<file path="src/inc/fcmd_defs.svh">
// constants of the flash command host: register map, field positions,
// command bytes and bus timing; assumes a 4 ns core clock
`ifndef FCMD_DEFS_SVH
`define FCMD_DEFS_SVH

// register offsets (byte addresses, one aligned word each)
`define FCMD_OFF_CMD        8'h00
`define FCMD_OFF_ADDR       8'h04
`define FCMD_OFF_DATA       8'h08
`define FCMD_OFF_STAT       8'h0c
`define FCMD_OFF_CTRL       8'h10

// host status register fields
`define FCMD_ST_BUSY        0
`define FCMD_ST_REFUSED     1
`define FCMD_ST_ERR         2
`define FCMD_ST_RDY_PIN     3
`define FCMD_ST_ARRAY       4
`define FCMD_ST_SEQ_ERR     5
`define FCMD_ST_PROTECT     6
`define FCMD_ST_BYTE_LSB    8

// control register fields
`define FCMD_CTRL_PD        0

// device status byte fields
`define FCMD_SB_READY       7
`define FCMD_SB_ERASE_ERR   5
`define FCMD_SB_PROG_ERR    4
`define FCMD_SB_SUPPLY_ERR  3
`define FCMD_SB_SUSPENDED   2
`define FCMD_SB_PROTECT     1
`define FCMD_SB_ERR_MASK    8'h3a
`define FCMD_SB_RSVD_MASK   8'hfe

// command bytes
`define FCMD_CMD_READ_ARRAY 8'hff
`define FCMD_CMD_READ_STAT  8'h70
`define FCMD_CMD_CLR_STAT   8'h50
`define FCMD_CMD_ERASE_SET  8'h30
`define FCMD_CMD_CONFIRM    8'hd0
`define FCMD_CMD_SUSPEND    8'hb0
`define FCMD_CMD_LOCK_SET   8'h60
`define FCMD_CMD_BLOCK_LOCK 8'h01
`define FCMD_CMD_PERM_LOCK  8'hf1

// bus timing in ns and derived cycle counts (least times round up)
`define FCMD_CLK_PERIOD_NS  4
`define FCMD_T_WE_NS        50
`define FCMD_T_RD_NS        90
`define FCMD_T_GAP_NS       30
`define FCMD_CYC(ns)        (((ns) + `FCMD_CLK_PERIOD_NS - 1) / `FCMD_CLK_PERIOD_NS)

`endif

</file>
<file path="src/inc/fcmd_pkg.sv">
// types of the flash command host: operation codes, states, read kinds
// assumes nothing beyond a SystemVerilog elaborator
package fcmd_pkg;

   // operations that software starts through the command register
   typedef enum logic [3:0]
   {
      OP_READ_ARRAY  = 4'h0,
      OP_READ_STATUS = 4'h1,
      OP_CLEAR_STAT  = 4'h2,
      OP_CHIP_ERASE  = 4'h3,
      OP_SUSPEND     = 4'h4,
      OP_RESUME      = 4'h5,
      OP_BLOCK_LOCK  = 4'h6,
      OP_PERM_LOCK   = 4'h7,
      OP_CLEAR_LOCKS = 4'h8,
      OP_READ_DATA   = 4'h9
   } fcmd_op_t;

   // sequencer states, one-hot
   typedef enum logic [4:0]
   {
      ST_IDLE = 5'b00001,
      ST_WR   = 5'b00010,
      ST_RD   = 5'b00100,
      ST_EVAL = 5'b01000,
      ST_WAIT = 5'b10000
   } fcmd_state_t;

   // what follows the command bytes
   typedef enum logic [1:0]
   {
      RD_NONE = 2'h0,
      RD_STAT = 2'h1,
      RD_POLL = 2'h2,
      RD_DATA = 2'h3
   } fcmd_rd_t;

   // byte sequence of one operation
   typedef struct packed
   {
      logic [7:0] b0;
      logic [7:0] b1;
      logic [1:0] n;
      fcmd_rd_t   rd;
      logic       ok;
   } fcmd_seq_t;

endpackage

</file>
<file path="src/hw/fcmd_host.sv">
// flash command host: axi4-lite register slave that sequences command
// bytes, status polling and array reads on a parallel flash bus
// assumes flash pins synchronous to core_clk, dq wire resolved outside
//
// Notes on behaviour
// - chip erase: 30H then D0H, any address
// - after any error clear status before retrying
// - FFH restores array mode before array reads
// - B0H suspends, poll ready, D0H resumes
// - lock: 60H then 01H block, F1H permanent
// - several lock sets, one status check after; the host checks status after each
// - clear all locks: 60H then D0H
// - hold reset/power-down low while power unstable
// - reserved lowest status bit masked when polling
`timescale 1ns/1ps
`include "fcmd_defs.svh"

module fcmd_host
#(
   parameter int AXI_AW = 8,
   parameter int FL_AW  = 20,
   parameter int FL_DW  = 16,
   parameter int WE_CYC = `FCMD_CYC(`FCMD_T_WE_NS),
   parameter int RD_CYC = `FCMD_CYC(`FCMD_T_RD_NS),
   parameter int GAP_CYC = `FCMD_CYC(`FCMD_T_GAP_NS)
)
(
   // clock and reset
   input  wire logic              core_clk,
   input  wire logic              arst_n,
   // axi4-lite write channels
   input  wire logic [AXI_AW-1:0] s_axi_awaddr,
   input  wire logic              s_axi_awvalid,
   output logic                   s_axi_awready,
   input  wire logic [31:0]       s_axi_wdata,
   input  wire logic [3:0]        s_axi_wstrb,
   input  wire logic              s_axi_wvalid,
   output logic                   s_axi_wready,
   output logic [1:0]             s_axi_bresp,
   output logic                   s_axi_bvalid,
   input  wire logic              s_axi_bready,
   // axi4-lite read channels
   input  wire logic [AXI_AW-1:0] s_axi_araddr,
   input  wire logic              s_axi_arvalid,
   output logic                   s_axi_arready,
   output logic [31:0]            s_axi_rdata,
   output logic [1:0]             s_axi_rresp,
   output logic                   s_axi_rvalid,
   input  wire logic              s_axi_rready,
   // system power
   input  wire logic              system_power_ok,
   // flash pins
   output logic [FL_AW-1:0]       flash_addr,
   output logic                   flash_ce_n,
   output logic                   flash_oe_n,
   output logic                   flash_we_n,
   output logic                   reset_powerdown_n,
   input  wire logic [FL_DW-1:0]  flash_dq_i,
   output logic [FL_DW-1:0]       flash_dq_o,
   output logic                   flash_dq_oe,
   input  wire logic              ready_busy_n
);
   import fcmd_pkg::*;

   localparam logic [7:0] WE_END  = 8'(WE_CYC);
   localparam logic [7:0] WR_END  = 8'(WE_CYC + GAP_CYC);
   localparam logic [7:0] RD_END  = 8'(RD_CYC);
   localparam logic [7:0] RDG_END = 8'(RD_CYC + GAP_CYC);

   fcmd_state_t       st_q;
   fcmd_op_t          op_q;
   fcmd_rd_t          rd_mode_q;
   logic [7:0]        cnt_q;
   logic [7:0]        b0_q, b1_q;
   logic [1:0]        n_q;
   logic [7:0]        last_wr_q, prev_wr_q;
   logic [FL_DW-1:0]  rd_buf_q, data_q;
   logic [7:0]        last_status_q;
   logic              err_pending_q, array_mode_q, refused_q, pd_req_q;
   logic [FL_AW-1:0]  addr_reg_q;
   logic              aw_got_q, w_got_q;
   logic [AXI_AW-1:0] aw_addr_q;
   logic [31:0]       w_data_q;
   logic [3:0]        w_strb_q;
   logic              wr_fire, cmd_req, start_ok;
   fcmd_seq_t         seq;

   ////////////////////////////////////////////////////////////////////////////
   // helpers

   // merge written bytes into an old register value
   function automatic logic [31:0] merge(input logic [31:0] old_v, input logic [31:0] new_v,
                                         input logic [3:0] strb);
      logic [31:0] r;
      r = old_v;
      for (int i = 0; i < 4; i++)
      begin
         if (strb[i])
            r[i*8 +: 8] = new_v[i*8 +: 8];
      end
      return r;
   endfunction

   // byte sequence of an operation; array reads prefix FFH if needed
   function automatic fcmd_seq_t seq_of(input logic [3:0] op, input logic in_array);
      fcmd_seq_t s;
      s = '{b0: `FCMD_CMD_READ_ARRAY, b1: 8'h00, n: 2'h1, rd: RD_NONE, ok: 1'b1};
      case (op)
         OP_READ_ARRAY:  s.n = 2'h1;
         OP_READ_STATUS: s = '{`FCMD_CMD_READ_STAT, 8'h00, 2'h1, RD_STAT, 1'b1};
         OP_CLEAR_STAT:  s.b0 = `FCMD_CMD_CLR_STAT;
         OP_CHIP_ERASE:  s = '{`FCMD_CMD_ERASE_SET, `FCMD_CMD_CONFIRM, 2'h2, RD_POLL, 1'b1};
         OP_SUSPEND:     s = '{`FCMD_CMD_SUSPEND, 8'h00, 2'h1, RD_POLL, 1'b1};
         OP_RESUME:      s.b0 = `FCMD_CMD_CONFIRM;
         OP_BLOCK_LOCK:  s = '{`FCMD_CMD_LOCK_SET, `FCMD_CMD_BLOCK_LOCK, 2'h2, RD_POLL, 1'b1};
         OP_PERM_LOCK:   s = '{`FCMD_CMD_LOCK_SET, `FCMD_CMD_PERM_LOCK, 2'h2, RD_POLL, 1'b1};
         OP_CLEAR_LOCKS: s = '{`FCMD_CMD_LOCK_SET, `FCMD_CMD_CONFIRM, 2'h2, RD_POLL, 1'b1};
         OP_READ_DATA:   s = '{`FCMD_CMD_READ_ARRAY, 8'h00, in_array ? 2'h0 : 2'h1, RD_DATA,
                               1'b1};
         default:        s.ok = 1'b0;
      endcase
      return s;
   endfunction

   ////////////////////////////////////////////////////////////////////////////
   // axi4-lite slave: address and data taken in either order

   assign wr_fire = aw_got_q && w_got_q && !s_axi_bvalid;
   assign cmd_req = wr_fire && (aw_addr_q[7:0] == `FCMD_OFF_CMD);
   assign seq     = seq_of(w_data_q[3:0], array_mode_q);
   // an error blocks everything except status reads, clears and FFH
   assign start_ok = cmd_req && w_strb_q[0] && seq.ok && st_q == ST_IDLE
                     && reset_powerdown_n
                     && (!err_pending_q || w_data_q[3:0] == OP_CLEAR_STAT
                         || w_data_q[3:0] == OP_READ_STATUS
                         || w_data_q[3:0] == OP_READ_ARRAY);

   // write channel handshakes; ready drops once a beat is held
   always_ff @(posedge core_clk or negedge arst_n)
   begin
      if (!arst_n)
      begin
         aw_got_q      <= 1'b0;
         w_got_q       <= 1'b0;
         aw_addr_q     <= '0;
         w_data_q      <= 32'h0000_0000;
         w_strb_q      <= 4'h0;
         s_axi_awready <= 1'b1;
         s_axi_wready  <= 1'b1;
         s_axi_bvalid  <= 1'b0;
         s_axi_bresp   <= 2'h0;
      end
      else
      begin
         if (s_axi_awvalid && s_axi_awready)
         begin
            aw_got_q      <= 1'b1;
            aw_addr_q     <= s_axi_awaddr;
            s_axi_awready <= 1'b0;
         end
         if (s_axi_wvalid && s_axi_wready)
         begin
            w_got_q      <= 1'b1;
            w_data_q     <= s_axi_wdata;
            w_strb_q     <= s_axi_wstrb;
            s_axi_wready <= 1'b0;
         end
         if (wr_fire)
         begin
            aw_got_q     <= 1'b0;
            w_got_q      <= 1'b0;
            s_axi_bvalid <= 1'b1;
            case (aw_addr_q[7:0])
               `FCMD_OFF_CMD, `FCMD_OFF_ADDR, `FCMD_OFF_DATA,
               `FCMD_OFF_STAT, `FCMD_OFF_CTRL: s_axi_bresp <= 2'h0;
               default:                        s_axi_bresp <= 2'h2;
            endcase
         end
         else if (s_axi_bvalid && s_axi_bready)
         begin
            s_axi_bvalid  <= 1'b0;
            s_axi_awready <= 1'b1;
            s_axi_wready  <= 1'b1;
         end
      end
   end

   // software registers: address, power-down request, refused flag
   always_ff @(posedge core_clk or negedge arst_n)
   begin
      if (!arst_n)
      begin
         addr_reg_q <= '0;
         pd_req_q   <= 1'b0;
         refused_q  <= 1'b0;
      end
      else
      begin
         if (wr_fire && aw_addr_q[7:0] == `FCMD_OFF_ADDR)
            addr_reg_q <= FL_AW'(merge(32'(addr_reg_q), w_data_q, w_strb_q));
         if (wr_fire && aw_addr_q[7:0] == `FCMD_OFF_CTRL && w_strb_q[0])
            pd_req_q <= w_data_q[`FCMD_CTRL_PD];
         // a refusal in the clearing cycle wins, so none goes unseen
         if (cmd_req && !start_ok)
            refused_q <= 1'b1;
         else if (wr_fire && aw_addr_q[7:0] == `FCMD_OFF_STAT && w_strb_q[0]
                  && w_data_q[`FCMD_ST_REFUSED])
            refused_q <= 1'b0;
      end
   end

   // read channel; data registered on the address handshake
   always_ff @(posedge core_clk or negedge arst_n)
   begin
      if (!arst_n)
      begin
         s_axi_arready <= 1'b1;
         s_axi_rvalid  <= 1'b0;
         s_axi_rdata   <= 32'h0000_0000;
         s_axi_rresp   <= 2'h0;
      end
      else if (s_axi_arvalid && s_axi_arready)
      begin
         s_axi_arready <= 1'b0;
         s_axi_rvalid  <= 1'b1;
         s_axi_rresp   <= 2'h0;
         case (s_axi_araddr[7:0])
            `FCMD_OFF_CMD:  s_axi_rdata <= {28'h0, op_q};
            `FCMD_OFF_ADDR: s_axi_rdata <= 32'(addr_reg_q);
            `FCMD_OFF_DATA: s_axi_rdata <= 32'(data_q);
            `FCMD_OFF_STAT: s_axi_rdata <= {16'h0, last_status_q, 1'b0,
                                            last_status_q[`FCMD_SB_PROTECT],
                                            &last_status_q[5:4],
                                            array_mode_q, ready_busy_n, err_pending_q,
                                            refused_q, st_q != ST_IDLE};
            `FCMD_OFF_CTRL: s_axi_rdata <= {31'h0, pd_req_q};
            default:
            begin
               s_axi_rdata <= 32'h0000_0000;
               s_axi_rresp <= 2'h2;
            end
         endcase
      end
      else if (s_axi_rvalid && s_axi_rready)
      begin
         s_axi_rvalid  <= 1'b0;
         s_axi_arready <= 1'b1;
      end
   end

   ////////////////////////////////////////////////////////////////////////////
   // power-down pin: low in reset and whenever power is not good

   always_ff @(posedge core_clk or negedge arst_n)
   begin
      if (!arst_n)
         reset_powerdown_n <= 1'b0;
      else
         reset_powerdown_n <= system_power_ok && !pd_req_q;
   end

   ////////////////////////////////////////////////////////////////////////////
   // sequencer: command byte writes, status polls and array reads

   always_ff @(posedge core_clk or negedge arst_n)
   begin
      if (!arst_n)
      begin
         st_q          <= ST_IDLE;
         op_q          <= OP_READ_ARRAY;
         rd_mode_q     <= RD_NONE;
         cnt_q         <= 8'h00;
         b0_q          <= 8'h00;
         b1_q          <= 8'h00;
         n_q           <= 2'h0;
         last_wr_q     <= 8'h00;
         prev_wr_q     <= 8'h00;
         rd_buf_q      <= '0;
         data_q        <= '0;
         last_status_q <= 8'h80;
         err_pending_q <= 1'b0;
         array_mode_q  <= 1'b1;
         flash_addr    <= '0;
         flash_ce_n    <= 1'b1;
         flash_oe_n    <= 1'b1;
         flash_we_n    <= 1'b1;
         flash_dq_o    <= '0;
         flash_dq_oe   <= 1'b0;
      end
      else
      begin
         case (st_q)
            ST_IDLE:
            begin
               cnt_q <= 8'h00;
               // a device held in reset comes back in array mode
               if (!reset_powerdown_n)
                  array_mode_q <= 1'b1;
               if (start_ok)
               begin
                  op_q       <= fcmd_op_t'(w_data_q[3:0]);
                  b0_q       <= seq.b0;
                  b1_q       <= seq.b1;
                  n_q        <= seq.n;
                  rd_mode_q  <= seq.rd;
                  flash_addr <= addr_reg_q;
                  st_q       <= (seq.n != 2'h0) ? ST_WR : ST_RD;
               end
            end
            ST_WR:
            begin
               cnt_q <= cnt_q + 8'h01;
               if (cnt_q == 8'h00)
               begin
                  flash_ce_n   <= 1'b0;
                  flash_we_n   <= 1'b0;
                  flash_dq_oe  <= 1'b1;
                  flash_dq_o   <= FL_DW'(b0_q);
                  prev_wr_q    <= last_wr_q;
                  last_wr_q    <= b0_q;
                  array_mode_q <= (b0_q == `FCMD_CMD_READ_ARRAY);
               end
               if (cnt_q == WE_END)
               begin
                  flash_we_n <= 1'b1;
                  flash_ce_n <= 1'b1;
               end
               if (cnt_q == WR_END)
               begin
                  flash_dq_oe <= 1'b0;
                  cnt_q       <= 8'h00;
                  b0_q        <= b1_q;
                  n_q         <= n_q - 2'h1;
                  if (n_q == 2'h1)
                  begin
                     // clearing status also ends the host's error hold
                     if (op_q == OP_CLEAR_STAT)
                        err_pending_q <= 1'b0;
                     case (rd_mode_q)
                        RD_NONE: st_q <= ST_IDLE;
                        RD_POLL: st_q <= ST_WAIT;
                        default: st_q <= ST_RD;
                     endcase
                  end
               end
            end
            ST_WAIT:
            begin
               // the pin saves reads, the polled ready bit still decides
               cnt_q <= 8'h00;
               if (ready_busy_n)
                  st_q <= ST_RD;
            end
            ST_RD:
            begin
               cnt_q <= cnt_q + 8'h01;
               if (cnt_q == 8'h00)
               begin
                  flash_ce_n <= 1'b0;
                  flash_oe_n <= 1'b0;
               end
               if (cnt_q == RD_END)
               begin
                  rd_buf_q   <= flash_dq_i;
                  flash_ce_n <= 1'b1;
                  flash_oe_n <= 1'b1;
               end
               if (cnt_q == RDG_END)
               begin
                  cnt_q <= 8'h00;
                  st_q  <= ST_EVAL;
               end
            end
            ST_EVAL:
            begin
               if (rd_mode_q == RD_DATA)
               begin
                  data_q <= rd_buf_q;
                  st_q   <= ST_IDLE;
               end
               else
               begin
                  last_status_q <= rd_buf_q[7:0] & `FCMD_SB_RSVD_MASK;
                  if (rd_mode_q == RD_POLL && !rd_buf_q[`FCMD_SB_READY])
                     st_q <= ST_WAIT;
                  else
                  begin
                     // device bits accumulate; the host holds until cleared
                     if ((rd_buf_q[7:0] & `FCMD_SB_ERR_MASK) != 8'h00)
                        err_pending_q <= 1'b1;
                     st_q <= ST_IDLE;
                  end
               end
            end
            default:
               st_q <= ST_IDLE;
         endcase
      end
   end

   ////////////////////////////////////////////////////////////////////////////
   // assertions

   a_erase_confirm_pair: assert property (@(posedge core_clk) disable iff (!arst_n)
      ($fell(flash_we_n) && op_q == OP_CHIP_ERASE && flash_dq_o[7:0] == `FCMD_CMD_CONFIRM)
      |-> prev_wr_q == `FCMD_CMD_ERASE_SET)
      else $error("chip erase confirm without setup");

   a_lock_confirm_pair: assert property (@(posedge core_clk) disable iff (!arst_n)
      ($fell(flash_we_n) && (flash_dq_o[7:0] == `FCMD_CMD_BLOCK_LOCK
                             || flash_dq_o[7:0] == `FCMD_CMD_PERM_LOCK))
      |-> prev_wr_q == `FCMD_CMD_LOCK_SET && op_q inside {OP_BLOCK_LOCK, OP_PERM_LOCK})
      else $error("lock confirm without lock setup");

   a_unlock_pair: assert property (@(posedge core_clk) disable iff (!arst_n)
      ($fell(flash_we_n) && op_q == OP_CLEAR_LOCKS && flash_dq_o[7:0] == `FCMD_CMD_CONFIRM)
      |-> prev_wr_q == `FCMD_CMD_LOCK_SET)
      else $error("lock clear confirm without setup");

   a_suspend_resume: assert property (@(posedge core_clk) disable iff (!arst_n)
      ($fell(flash_we_n) && op_q inside {OP_SUSPEND, OP_RESUME})
      |-> flash_dq_o[7:0] == (op_q == OP_SUSPEND ? `FCMD_CMD_SUSPEND : `FCMD_CMD_CONFIRM))
      else $error("wrong suspend or resume byte");

   a_oe_no_drive: assert property (@(posedge core_clk) disable iff (!arst_n)
      !flash_oe_n |-> !flash_dq_oe && !flash_ce_n && flash_we_n)
      else $error("data driven during output enable");

   a_error_refuse: assert property (@(posedge core_clk) disable iff (!arst_n)
      (cmd_req && err_pending_q && st_q == ST_IDLE
       && w_data_q[3:0] inside {OP_CHIP_ERASE, OP_BLOCK_LOCK, OP_PERM_LOCK, OP_CLEAR_LOCKS})
      |=> st_q == ST_IDLE ##1 st_q == ST_IDLE)
      else $error("operation started while error pending");

   a_array_before_read: assert property (@(posedge core_clk) disable iff (!arst_n)
      (st_q == ST_RD && rd_mode_q == RD_DATA && !flash_oe_n) |-> array_mode_q)
      else $error("array read outside array mode");

   a_poll_not_ready: assert property (@(posedge core_clk) disable iff (!arst_n)
      (st_q == ST_EVAL && rd_mode_q == RD_POLL && !rd_buf_q[`FCMD_SB_READY])
      |=> st_q == ST_WAIT && err_pending_q == $past(err_pending_q))
      else $error("busy status not polled again");

   a_power_low: assert property (@(posedge core_clk) disable iff (!arst_n)
      !system_power_ok |=> !reset_powerdown_n [*1] ##0 (st_q != ST_IDLE || !start_ok))
      else $error("power-down pin not asserted");

   a_reserved_masked: assert property (@(posedge core_clk) disable iff (!arst_n)
      $changed(last_status_q) |-> !last_status_q[0] && $past(st_q) == ST_EVAL)
      else $error("reserved status bit not masked");

endmodule // fcmd_host

</file>
<file path="config.mk">
export PLATFORM = sky130hd
export DESIGN_NAME = fcmd_host
export DESIGN_NICKNAME = d
export VERILOG_FILES = /design/src/inc/fcmd_pkg.sv /design/src/hw/fcmd_host.sv
export VERILOG_INCLUDE_DIRS = /design/src /design/src/inc
export SDC_FILE = /design/constraint.sdc
export NUM_CORES = 1
export LEC_CHECK = 0
export BUFFER_PORTS_ARGS = -buffer_cell sky130_fd_sc_hd__buf_4
export CAP_MARGIN = 5
export CORE_UTILIZATION = 50
export CTS_CLUSTER_DIAMETER = 200
export CTS_CLUSTER_SIZE = 10
export DETAILED_ROUTE_END_ITERATION = 16
export PLACE_DENSITY_LB_ADDON = 0.12
export SLEW_MARGIN = 20
export SYNTH_ARGS = -nofsm -noshare
export SYNTH_HDL_FRONTEND = slang
export SYNTH_SLANG_ARGS = --single-unit
</file>
<file path="constraint.sdc">
create_clock -name core_clk -period 2.15 [get_ports core_clk]
set_input_delay 0.43 -clock core_clk [delete_from_list [all_inputs] [get_ports core_clk]]
set_output_delay 0.43 -clock core_clk [all_outputs]
set_load 0.02 [all_outputs]
</file>
# Yosys cells after proc, flatten, opt, wreduce, memory -nomap -nowiden
# Index checks and enable logic that the tools add are counted.
# word_totals
memories	0
mem_bits_rw	0
mem_bits_ro	0
output_inout_bits	82
latch_bits	0
reg_bits	207
word_cells	221
# op_classes
shift	0
n_eq_ne	43
div	0
magnitude_cmp	0
mux	65
mul	0
reduce_logical	73
n_bitwise	1
add_sub_neg	2
# op_table
operator	count
one-hot mux 20 bit (5 select lines)	1
one-hot mux 8 bit (3 select lines)	2
one-hot mux 8 bit (6 select lines)	1
== test 8 x 4 -> 1 bit, second input constant	5
== test 8 x 5 -> 1 bit, second input constant	5
two-way mux 1 bit	36
two-way mux 5 bit	7
two-way mux 8 bit	4
one-hot mux 5 bit (5 select lines)	1
logical NOT 8 bit	3
AND reduction 2 bit	12
nonzero test 2 bit	12
logical AND 1 bit	22
inequality test 2 bit, second input constant	11
== test 4 x 3 -> 1 bit, second input constant	4
== test 8 x 3 -> 1 bit, second input constant	2
one-hot mux 8 bit (2 select lines)	1
OR reduction 5 bit	3
== test 4 x 2 -> 1 bit, second input constant	3
one-hot mux 5 bit (2 select lines)	1
OR reduction 10 bit	1
adder 8 x 1 -> 8 bit, second input constant	1
== test 4 bit, second input constant	2
== test 8 bit, second input constant	1
other kinds (28)	43

# Longest topological paths before layout
# Gate-level depths: netlist (run 1).
# logic_depth
ltp_word	11
mapped_depth	7
depth_no_buf	7

# Worst setup path after synthesis (run 1)
# Ideal clock, no wire load.
# synth_timing
path_type	reg2reg
startpoint	register st_q[1]
endpoint	register b1_q[0]
setup_time_ps	125
stages_incl_launch_ff	6
t_arrival_ps	2201
slack_ps	-175
synth_period_minus_slack_ps	2325
cell_sequence	dfrtp_1 -> or3_4 -> or3b_4 -> nor4_4 -> buf_6 -> mux2_2
# synth_via
elab_chain_cells	5
# synth_lines
element	line_no	rtl
start: declaration	fcmd_host.sv:70	fcmd_state_t st_q;
start signal: assignment	fcmd_host.sv:307	st_q <= (seq.n != 2'h0) ? ST_WR : ST_RD;
== test 5 x 1 -> 1 bit *	fcmd_host.sv:132, fcmd_host.sv:292	
logical AND 1 bit	fcmd_host.sv:132	assign start_ok = cmd_req && w_strb_q[0] && seq.ok && st_q == ST_IDLE
logical AND 1 bit	fcmd_host.sv:133	&& reset_powerdown_n
logical AND 1 bit	fcmd_host.sv:134	&& (!err_pending_q || w_data_q[3:0] == OP_CLEAR_STAT
AND reduction 2 bit (no source line) *	--	
end signal: assignment	fcmd_host.sv:303	b1_q <= seq.b1;
end: declaration	fcmd_host.sv:74	logic [7:0] b0_q, b1_q;
# Mark *: on every way between the ends. The rest lies on a longest branch, timed or not.
# A chain may end at the register's enable or synchronous reset.

# Worst setup path in the final report (run 1)
# layout_timing
startpoint	register st_q[1]
endpoint	register flash_addr[7]
# layout_via
elab_chain_cells	5
# layout_lines
element	line_no	rtl
== test 5 x 1 -> 1 bit *	fcmd_host.sv:132, fcmd_host.sv:292	
logical AND 1 bit	fcmd_host.sv:132	
logical AND 1 bit	fcmd_host.sv:133	
logical AND 1 bit	fcmd_host.sv:134	
AND reduction 2 bit (no source line) *	--	
end signal: assignment	fcmd_host.sv:306	flash_addr <= addr_reg_q;
end: declaration	fcmd_host.sv:53	output logic [FL_AW-1:0] flash_addr,
# Marked as above.

==> results of run 1 <==
## stage by stage
step / setup slack (ps) / power, mW / util / setup TNS [ps]
after floorplan: -82.9 / 6.24 / - / -1810
after global placement: -25.9 / 7.11 / 0.594 / -611
after detailed placement: -66.2 / 7.24 / 0.594 / -1290
after CTS: -68.4 / 10.4 / 0.632 / -1340
after global routing: -115 / 11.0 / 0.633 / -2550
final: -61.2 / 10.4 / 0.633 / -1200
## synth_stat cells (4+ instances only)
cell type  number  share of area
dfstp_2         9          0.029
mux2i_1         5         0.0061
buf_4          24          0.022
inv_1          17         0.0078
a21oi_1        14         0.0085
nand4_1         5         0.0038
nor2_1         30          0.014
dfrtp_1       175           0.53
nor2b_1         4         0.0030
xor2_1          7         0.0075
buf_6           6         0.0082
o31ai_1        14          0.013
nor4_1          5         0.0038
nand2_1        59          0.027
clkbuf_1       19         0.0087
and3_1          5         0.0038
o2111ai_1       5         0.0053
nor3_1          9         0.0055
a22oi_1        12          0.011
o21ai_0        32          0.020
ha_1            4         0.0061
a211oi_1        5         0.0046
nand3_1        21          0.013
mux2_2        132           0.18
## cells by family after synthesis
logic type | after synthesis
buffers and inverters | 69
and+or+nand+nor | 159
other | 1
adders and majority gates | 4
muxes | 143
xor gates and xnor gates | 8
DFF | 184
AOI/OAI and AO/OA | 100
## final timing paths
kind	startpoint	cells after the start	slack, ps	to
setup / recovery	st_q[1]$_DFFE_PN0P_	5	-60	flash_addr[7]$_DFFE_PN0P_
hold / removal	arst_n	1	-20	flash_dq_o[5]$_DFFE_PN0P_
setup reg to reg	st_q[1]$_DFFE_PN0P_	5	-60	flash_addr[7]$_DFFE_PN0P_
hold reg to reg	flash_we_n$_DFFE_PN1P_	2	460	flash_we_n$_DFFE_PN1P_
max in group asynchronous	arst_n	2	1460	s_axi_arready$_DFFE_PN1P_
min in group core_clk	s_axi_awvalid	2	150	s_axi_awready$_DFF_PN1_
## sequential cells by signal (all words and copies together) (netlist names), 7 cells and up
signal         count
flash_addr        20
addr_reg_q        20
aw_addr_q          8
w_data_q          20
last_status_q      7
rd_buf_q          16
data_q            16
s_axi_rdata       20
cnt_q              8
## power by group through the flow
stage | sequential, mW | clock [mW] | combinational, mW
final | 4.53 | 3.17 | 2.69
after detailed placement | 4.58 | 0 | 2.66
after global placement | 4.54 | 0 | 2.57
after floorplan | 4.57 | 0 | 1.66
after global routing | 4.62 | 3.38 | 2.96
after CTS | 4.52 | 3.23 | 2.68
## worst reg2reg max path, delay by kind of cell (launching register included)
kind	cells	cell delay (ps)
buf+inv	1	260
simple gates	3	1040
flops	1	420
mux	1	380
## area by class of cell
| cell class | instances | area (um2) |
|---|---|---|
| Clock buffer | 19 | 443 |
| Clock inverter | 13 | 165 |
| Fill cell | 1281 | 5840 |
| Inverter | 17 | 63.8 |
| Multi-Input combinational cell | 436 | 3300 |
| Sequential cell | 184 | 4620 |
| Tap cell | 216 | 270 |
| Timing Repair Buffer | 158 | 1240 |
## per-layer routing
metal	vias to the layer above	global-route usage
li1	2646	-
met1	2859	0.328
met2	178	0.368
met3	27	0.0418
met4	0	0.0800
met5	-	0
==> results_dict.tcl, run 1 <==
set metrics [dict create \
    slowest_delay_ps 420 \
    status "finished, violations left" \
    crit_arrival_ps 2530 \
    cp_top_family "simple AND/OR/NAND/NOR gates" \
    clk_pin_slew_ps 70 \
    max-slew-margin-rel 0.615 \
    cellPowerDensity_nw_per_um2 1030 \
    p_sw_mw 3.23 \
    antennaDiodeCount 0 \
    die_h_um 130 \
    wirelength_um 18500 \
    end_kind "flip-flop" \
    dieWidth_um 130 \
    synth_area_um2 8200 \
    final_hold_viol_count 40 \
    required_ps 2460 \
    ioPinCount 159 \
    routed.top_layer "met4" \
    wl_met2_um 8910 \
    placed_area_um2 9470 \
    critPathLaunchType "flip-flop" \
    core_region_area_um2 15900 \
    synthMuxAreaShare 0.200 \
    switching_share 0.311 \
    critPathMaxFanout 32 \
    postCtsHoldBufs 0 \
    grt_pass1_vias 5642 \
    timing.fmax_mhz 452 \
    p_comb_frac 0.258 \
    synthAdderAreaFrac 0.00610 \
    slowest_stage "dfrtp_1" \
    synth_top_family_by_area "multiplexers" \
    finalNetCount 895 \
    globalRouteOverflowTotal 0 \
    p_clk_frac 0.305 \
    layout_common_cells "dfrtp_1, buf_4, mux2_2, nand2_1, o21ai_0" \
    gp_congestion 0.860 \
    antenna_found_initial 0 \
    vias 5710 \
    ys.flop_type "dfrtp_1" \
    synth_cell_types 57 \
    drive_gt1_frac 0.418 \
    cts.sink_count 184 \
    irDropWorstVdd_v 0.000587 \
    htree_levels 4 \
    synthCells 668 \
    pwr-share-seq 0.436 \
    drv_cap 0 \
    cts_resized 1 \
    grt_util_all_layers 0.234 \
    power.static_leakage_nw 4.82 \
    internal-power_mw 7.16 \
    grt_pass1_wl_um 29800 \
    finalSetupViolCount 26 \
    postLayoutSetupSlackWorst_ps -61.2 \
    synth_xor_xnor_area_share 0.00854 \
    area_delta_synth_final_pct 23.1 \
    first_pass_iters 5 \
    clockBufferDepth 2 \
    ys_seq_area_frac 0.563 \
    worst_slew_pin_slew_ps 578 \
    initial_core_util 0.515 \
    rsz0062_at_grt "yes" \
    final_cells 1043 \
    hpwl_um 13400 \
    finClkSkew_ps 6.78 \
    min_period_ps 2210 \
    placement.io_buffers 123 \
    final_area_um2 10100 \
    numCtsBuffers 17 \
    yosysWarnings 0 \
    crit_buf_inv 1 \
    criticalPathCategory "reg -> reg" \
    avgSynthCellArea_um2 12.3 \
    ys_ff_latch 184 \
    finalCritPeriodShare 1.03 \
    synth_simple_gate_area_share 0.0952 \
    worstSkewPairLatency_ps 430 \
    drt-met1-wl_um 8400 \
    die_area_um2 16900 \
    rows 46 \
    postCtsSetupBuffers 0 \
    wl_per_cell_um 17.7 \
    hold_slack_ps -17.9 \
    drtIter0Drc 369 \
    async_flop_share 1.00 \
    slew_violations 0 \
    min_path_type "in -> async" \
    synth-compound-area-share 0.0793 \
    violations "hold timing, setup timing" \
    synth-edff-count 0 \
    crit_path_cell_trace "or3_4 -> or3b_4 -> nor4_4 -> buf_12 -> mux2_2" \
    drc_errors 0 \
    postRouteAntennaNets 0 \
    placed_cells 1011 \
    routed_via_density 5.47 \
    final_common_cell "dfrtp_1" \
    cts_root_buffer "clkbuf_16" \
    met3_wirelength_um 830 \
    tritoncts "built" \
    grt_max_degree 60 \
]
(Power assumes the default switching activity.)
==> run 2, diff against run 1 <==
Settings changed: CORE_ASPECT_RATIO set to 2.
==> results_dict.tcl, run 2 (same netlist as run 1, synthesis figures left out) <==
set metrics [dict create \
    placement.io_buffers 123 \
    slew_violations 0 \
    p_sw_mw 3.16 \
    routed_via_density 5.57 \
    clk_pin_slew_ps 70 \
    status "finished, violations left" \
    clockBufferDepth 2 \
    drtIter0Drc 262 \
    grt_util_all_layers 0.239 \
    grt_pass1_vias 6079 \
    worstSkewPairLatency_ps 430 \
    die_area_um2 17000 \
    crit_arrival_ps 2510 \
    grt_max_degree 50 \
    die_h_um 183 \
    cellPowerDensity_nw_per_um2 1000 \
    final_area_um2 10300 \
    area_delta_synth_final_pct 25.2 \
    dieWidth_um 92.6 \
    p_comb_frac 0.263 \
    ioPinCount 159 \
    irDropWorstVdd_v 0.000805 \
    end_kind "flip-flop" \
    internal-power_mw 7.13 \
    layout_common_cells "dfrtp_1, buf_4, mux2_2, nand2_1" \
    finalSetupViolCount 24 \
    rows 65 \
    placed_area_um2 9470 \
    violations "setup timing" \
    wl_per_cell_um 19.0 \
    final_core_util 0.644 \
    required_ps 2460 \
    tritoncts "built" \
    cts.sink_count 184 \
    min_period_ps 2200 \
    core_region_area_um2 15900 \
    power.static_leakage_nw 4.89 \
    critPathLaunchType "flip-flop" \
    worst_slew_pin_slew_ps 569 \
    postLayoutSetupSlackWorst_ps -49.3 \
    max-slew-margin-rel 0.618 \
    criticalPathCategory "reg -> reg" \
    final_common_cell "dfrtp_1" \
    antenna_found_initial 0 \
    critPathMaxFanout 8 \
    final_hold_viol_count 0 \
    wirelength_um 19700 \
    rsz0062_at_grt "yes" \
    first_pass_iters 4 \
    finalNetCount 904 \
    timing.fmax_mhz 455 \
    cts_root_buffer "clkbuf_16" \
    drive_gt1_frac 0.425 \
    initial_core_util 0.515 \
    p_clk_frac 0.297 \
    globalRouteOverflowTotal 0 \
    numCtsBuffers 17 \
    finalCritPeriodShare 1.02 \
    min_path_type "in -> reg" \
    switching_share 0.307 \
    drv_cap 0 \
    pwr-share-seq 0.440 \
    antennaDiodeCount 0 \
    finClkSkew_ps 12.1 \
    htree_levels 4 \
    vias 5772 \
    gp_congestion 0.879 \
    hold_slack_ps 149 \
    grt_pass1_wl_um 30800 \
    hpwl_um 14100 \
    r2r_slack_ps -50 \
    place_ws_ps -43.3 \
    drc_errors 0 \
    postRouteAntennaNets 0 \
]
run 2: layout make-up:
type,count,area [um2]
Clock inverter,11,124
Tap cell,201,251
Inverter,17,63.8
Timing Repair Buffer,167,1360
Multi-Input combinational cell,436,3410
Fill cell,1312,5670
Clock buffer,21,450
Sequential cell,184,4620
run 2: layer usage:
layer  part of all wire  up-vias  GRT usage  wire length, um
met1               0.36     2933      0.259             7200
met4              0.025        0     0.0988              501
met3              0.041       29     0.0527              819
met2               0.57      164      0.440            11200
li1                   -     2646          -                -
met5                  0        -          0                0
run 2: power by group through the flow:
| stage | sequential, mW | clock [mW] | combinational (mW) |
|---|---|---|---|
| after floorplan | 4.57 | 0 | 1.66 |
| after detailed placement | 4.57 | 0 | 2.66 |
| after global placement | 4.53 | 0 | 2.57 |
| final | 4.53 | 3.06 | 2.70 |
| after CTS | 4.51 | 3.12 | 2.69 |
| after global routing | 4.60 | 3.27 | 2.96 |
run 2: final timing paths:
check / depth (start not counted) / start / endpoint
worst max-delay path: 6 / st_q[3]$_DFFE_PN0P_ / flash_addr[15]$_DFFE_PN0P_
worst min-delay path: 2 / s_axi_wvalid / s_axi_wready$_DFF_PN1_
worst max register to register: 6 / st_q[3]$_DFFE_PN0P_ / flash_addr[15]$_DFFE_PN0P_
worst min register to register: 1 / pd_req_q$_DFFE_PN0P_ / reset_powerdown_n$_DFF_PN0_
max in group asynchronous: 3 / arst_n / last_status_q[7]$_DFFE_PN1P_
min in group asynchronous: 2 / arst_n / rd_buf_q[10]$_DFFE_PN0P_
run 2: through the flow:
| stage | power, mW | cells | TNS (ps) |
|---|---|---|---|
| 3_3_place_gp | 7.09 | 998 | -71.9 |
| 3_5_place_dp | 7.23 | 998 | -949 |
| 6_report | 10.3 | 1037 | -646 |
| 4_1_cts | 10.3 | 1031 | -1150 |
| 5_1_grt | 10.8 | 1037 | -1500 |
| 2_1_floorplan | 6.24 | 689 | -1810 |
run 2: critical path, stage by stage, from the launching register on:
cell and delay [ps]:
dfrtp_1 380, or3_4 390, or3b_4 400, nor4_4 220, buf_6 180, clkbuf_16 190
mux2_4 320
run 2: repair_timing:
action                                  in CTS  in global routing
endpoints found under the hold margin       40                  0
gates cloned                                 0                  3
pin swaps                                    0                  1
hold buffers                                 1                  0
buffers inserted                             0                  3
gates resized for setup                      1                 35
endpoints found under the setup margin      32                 59
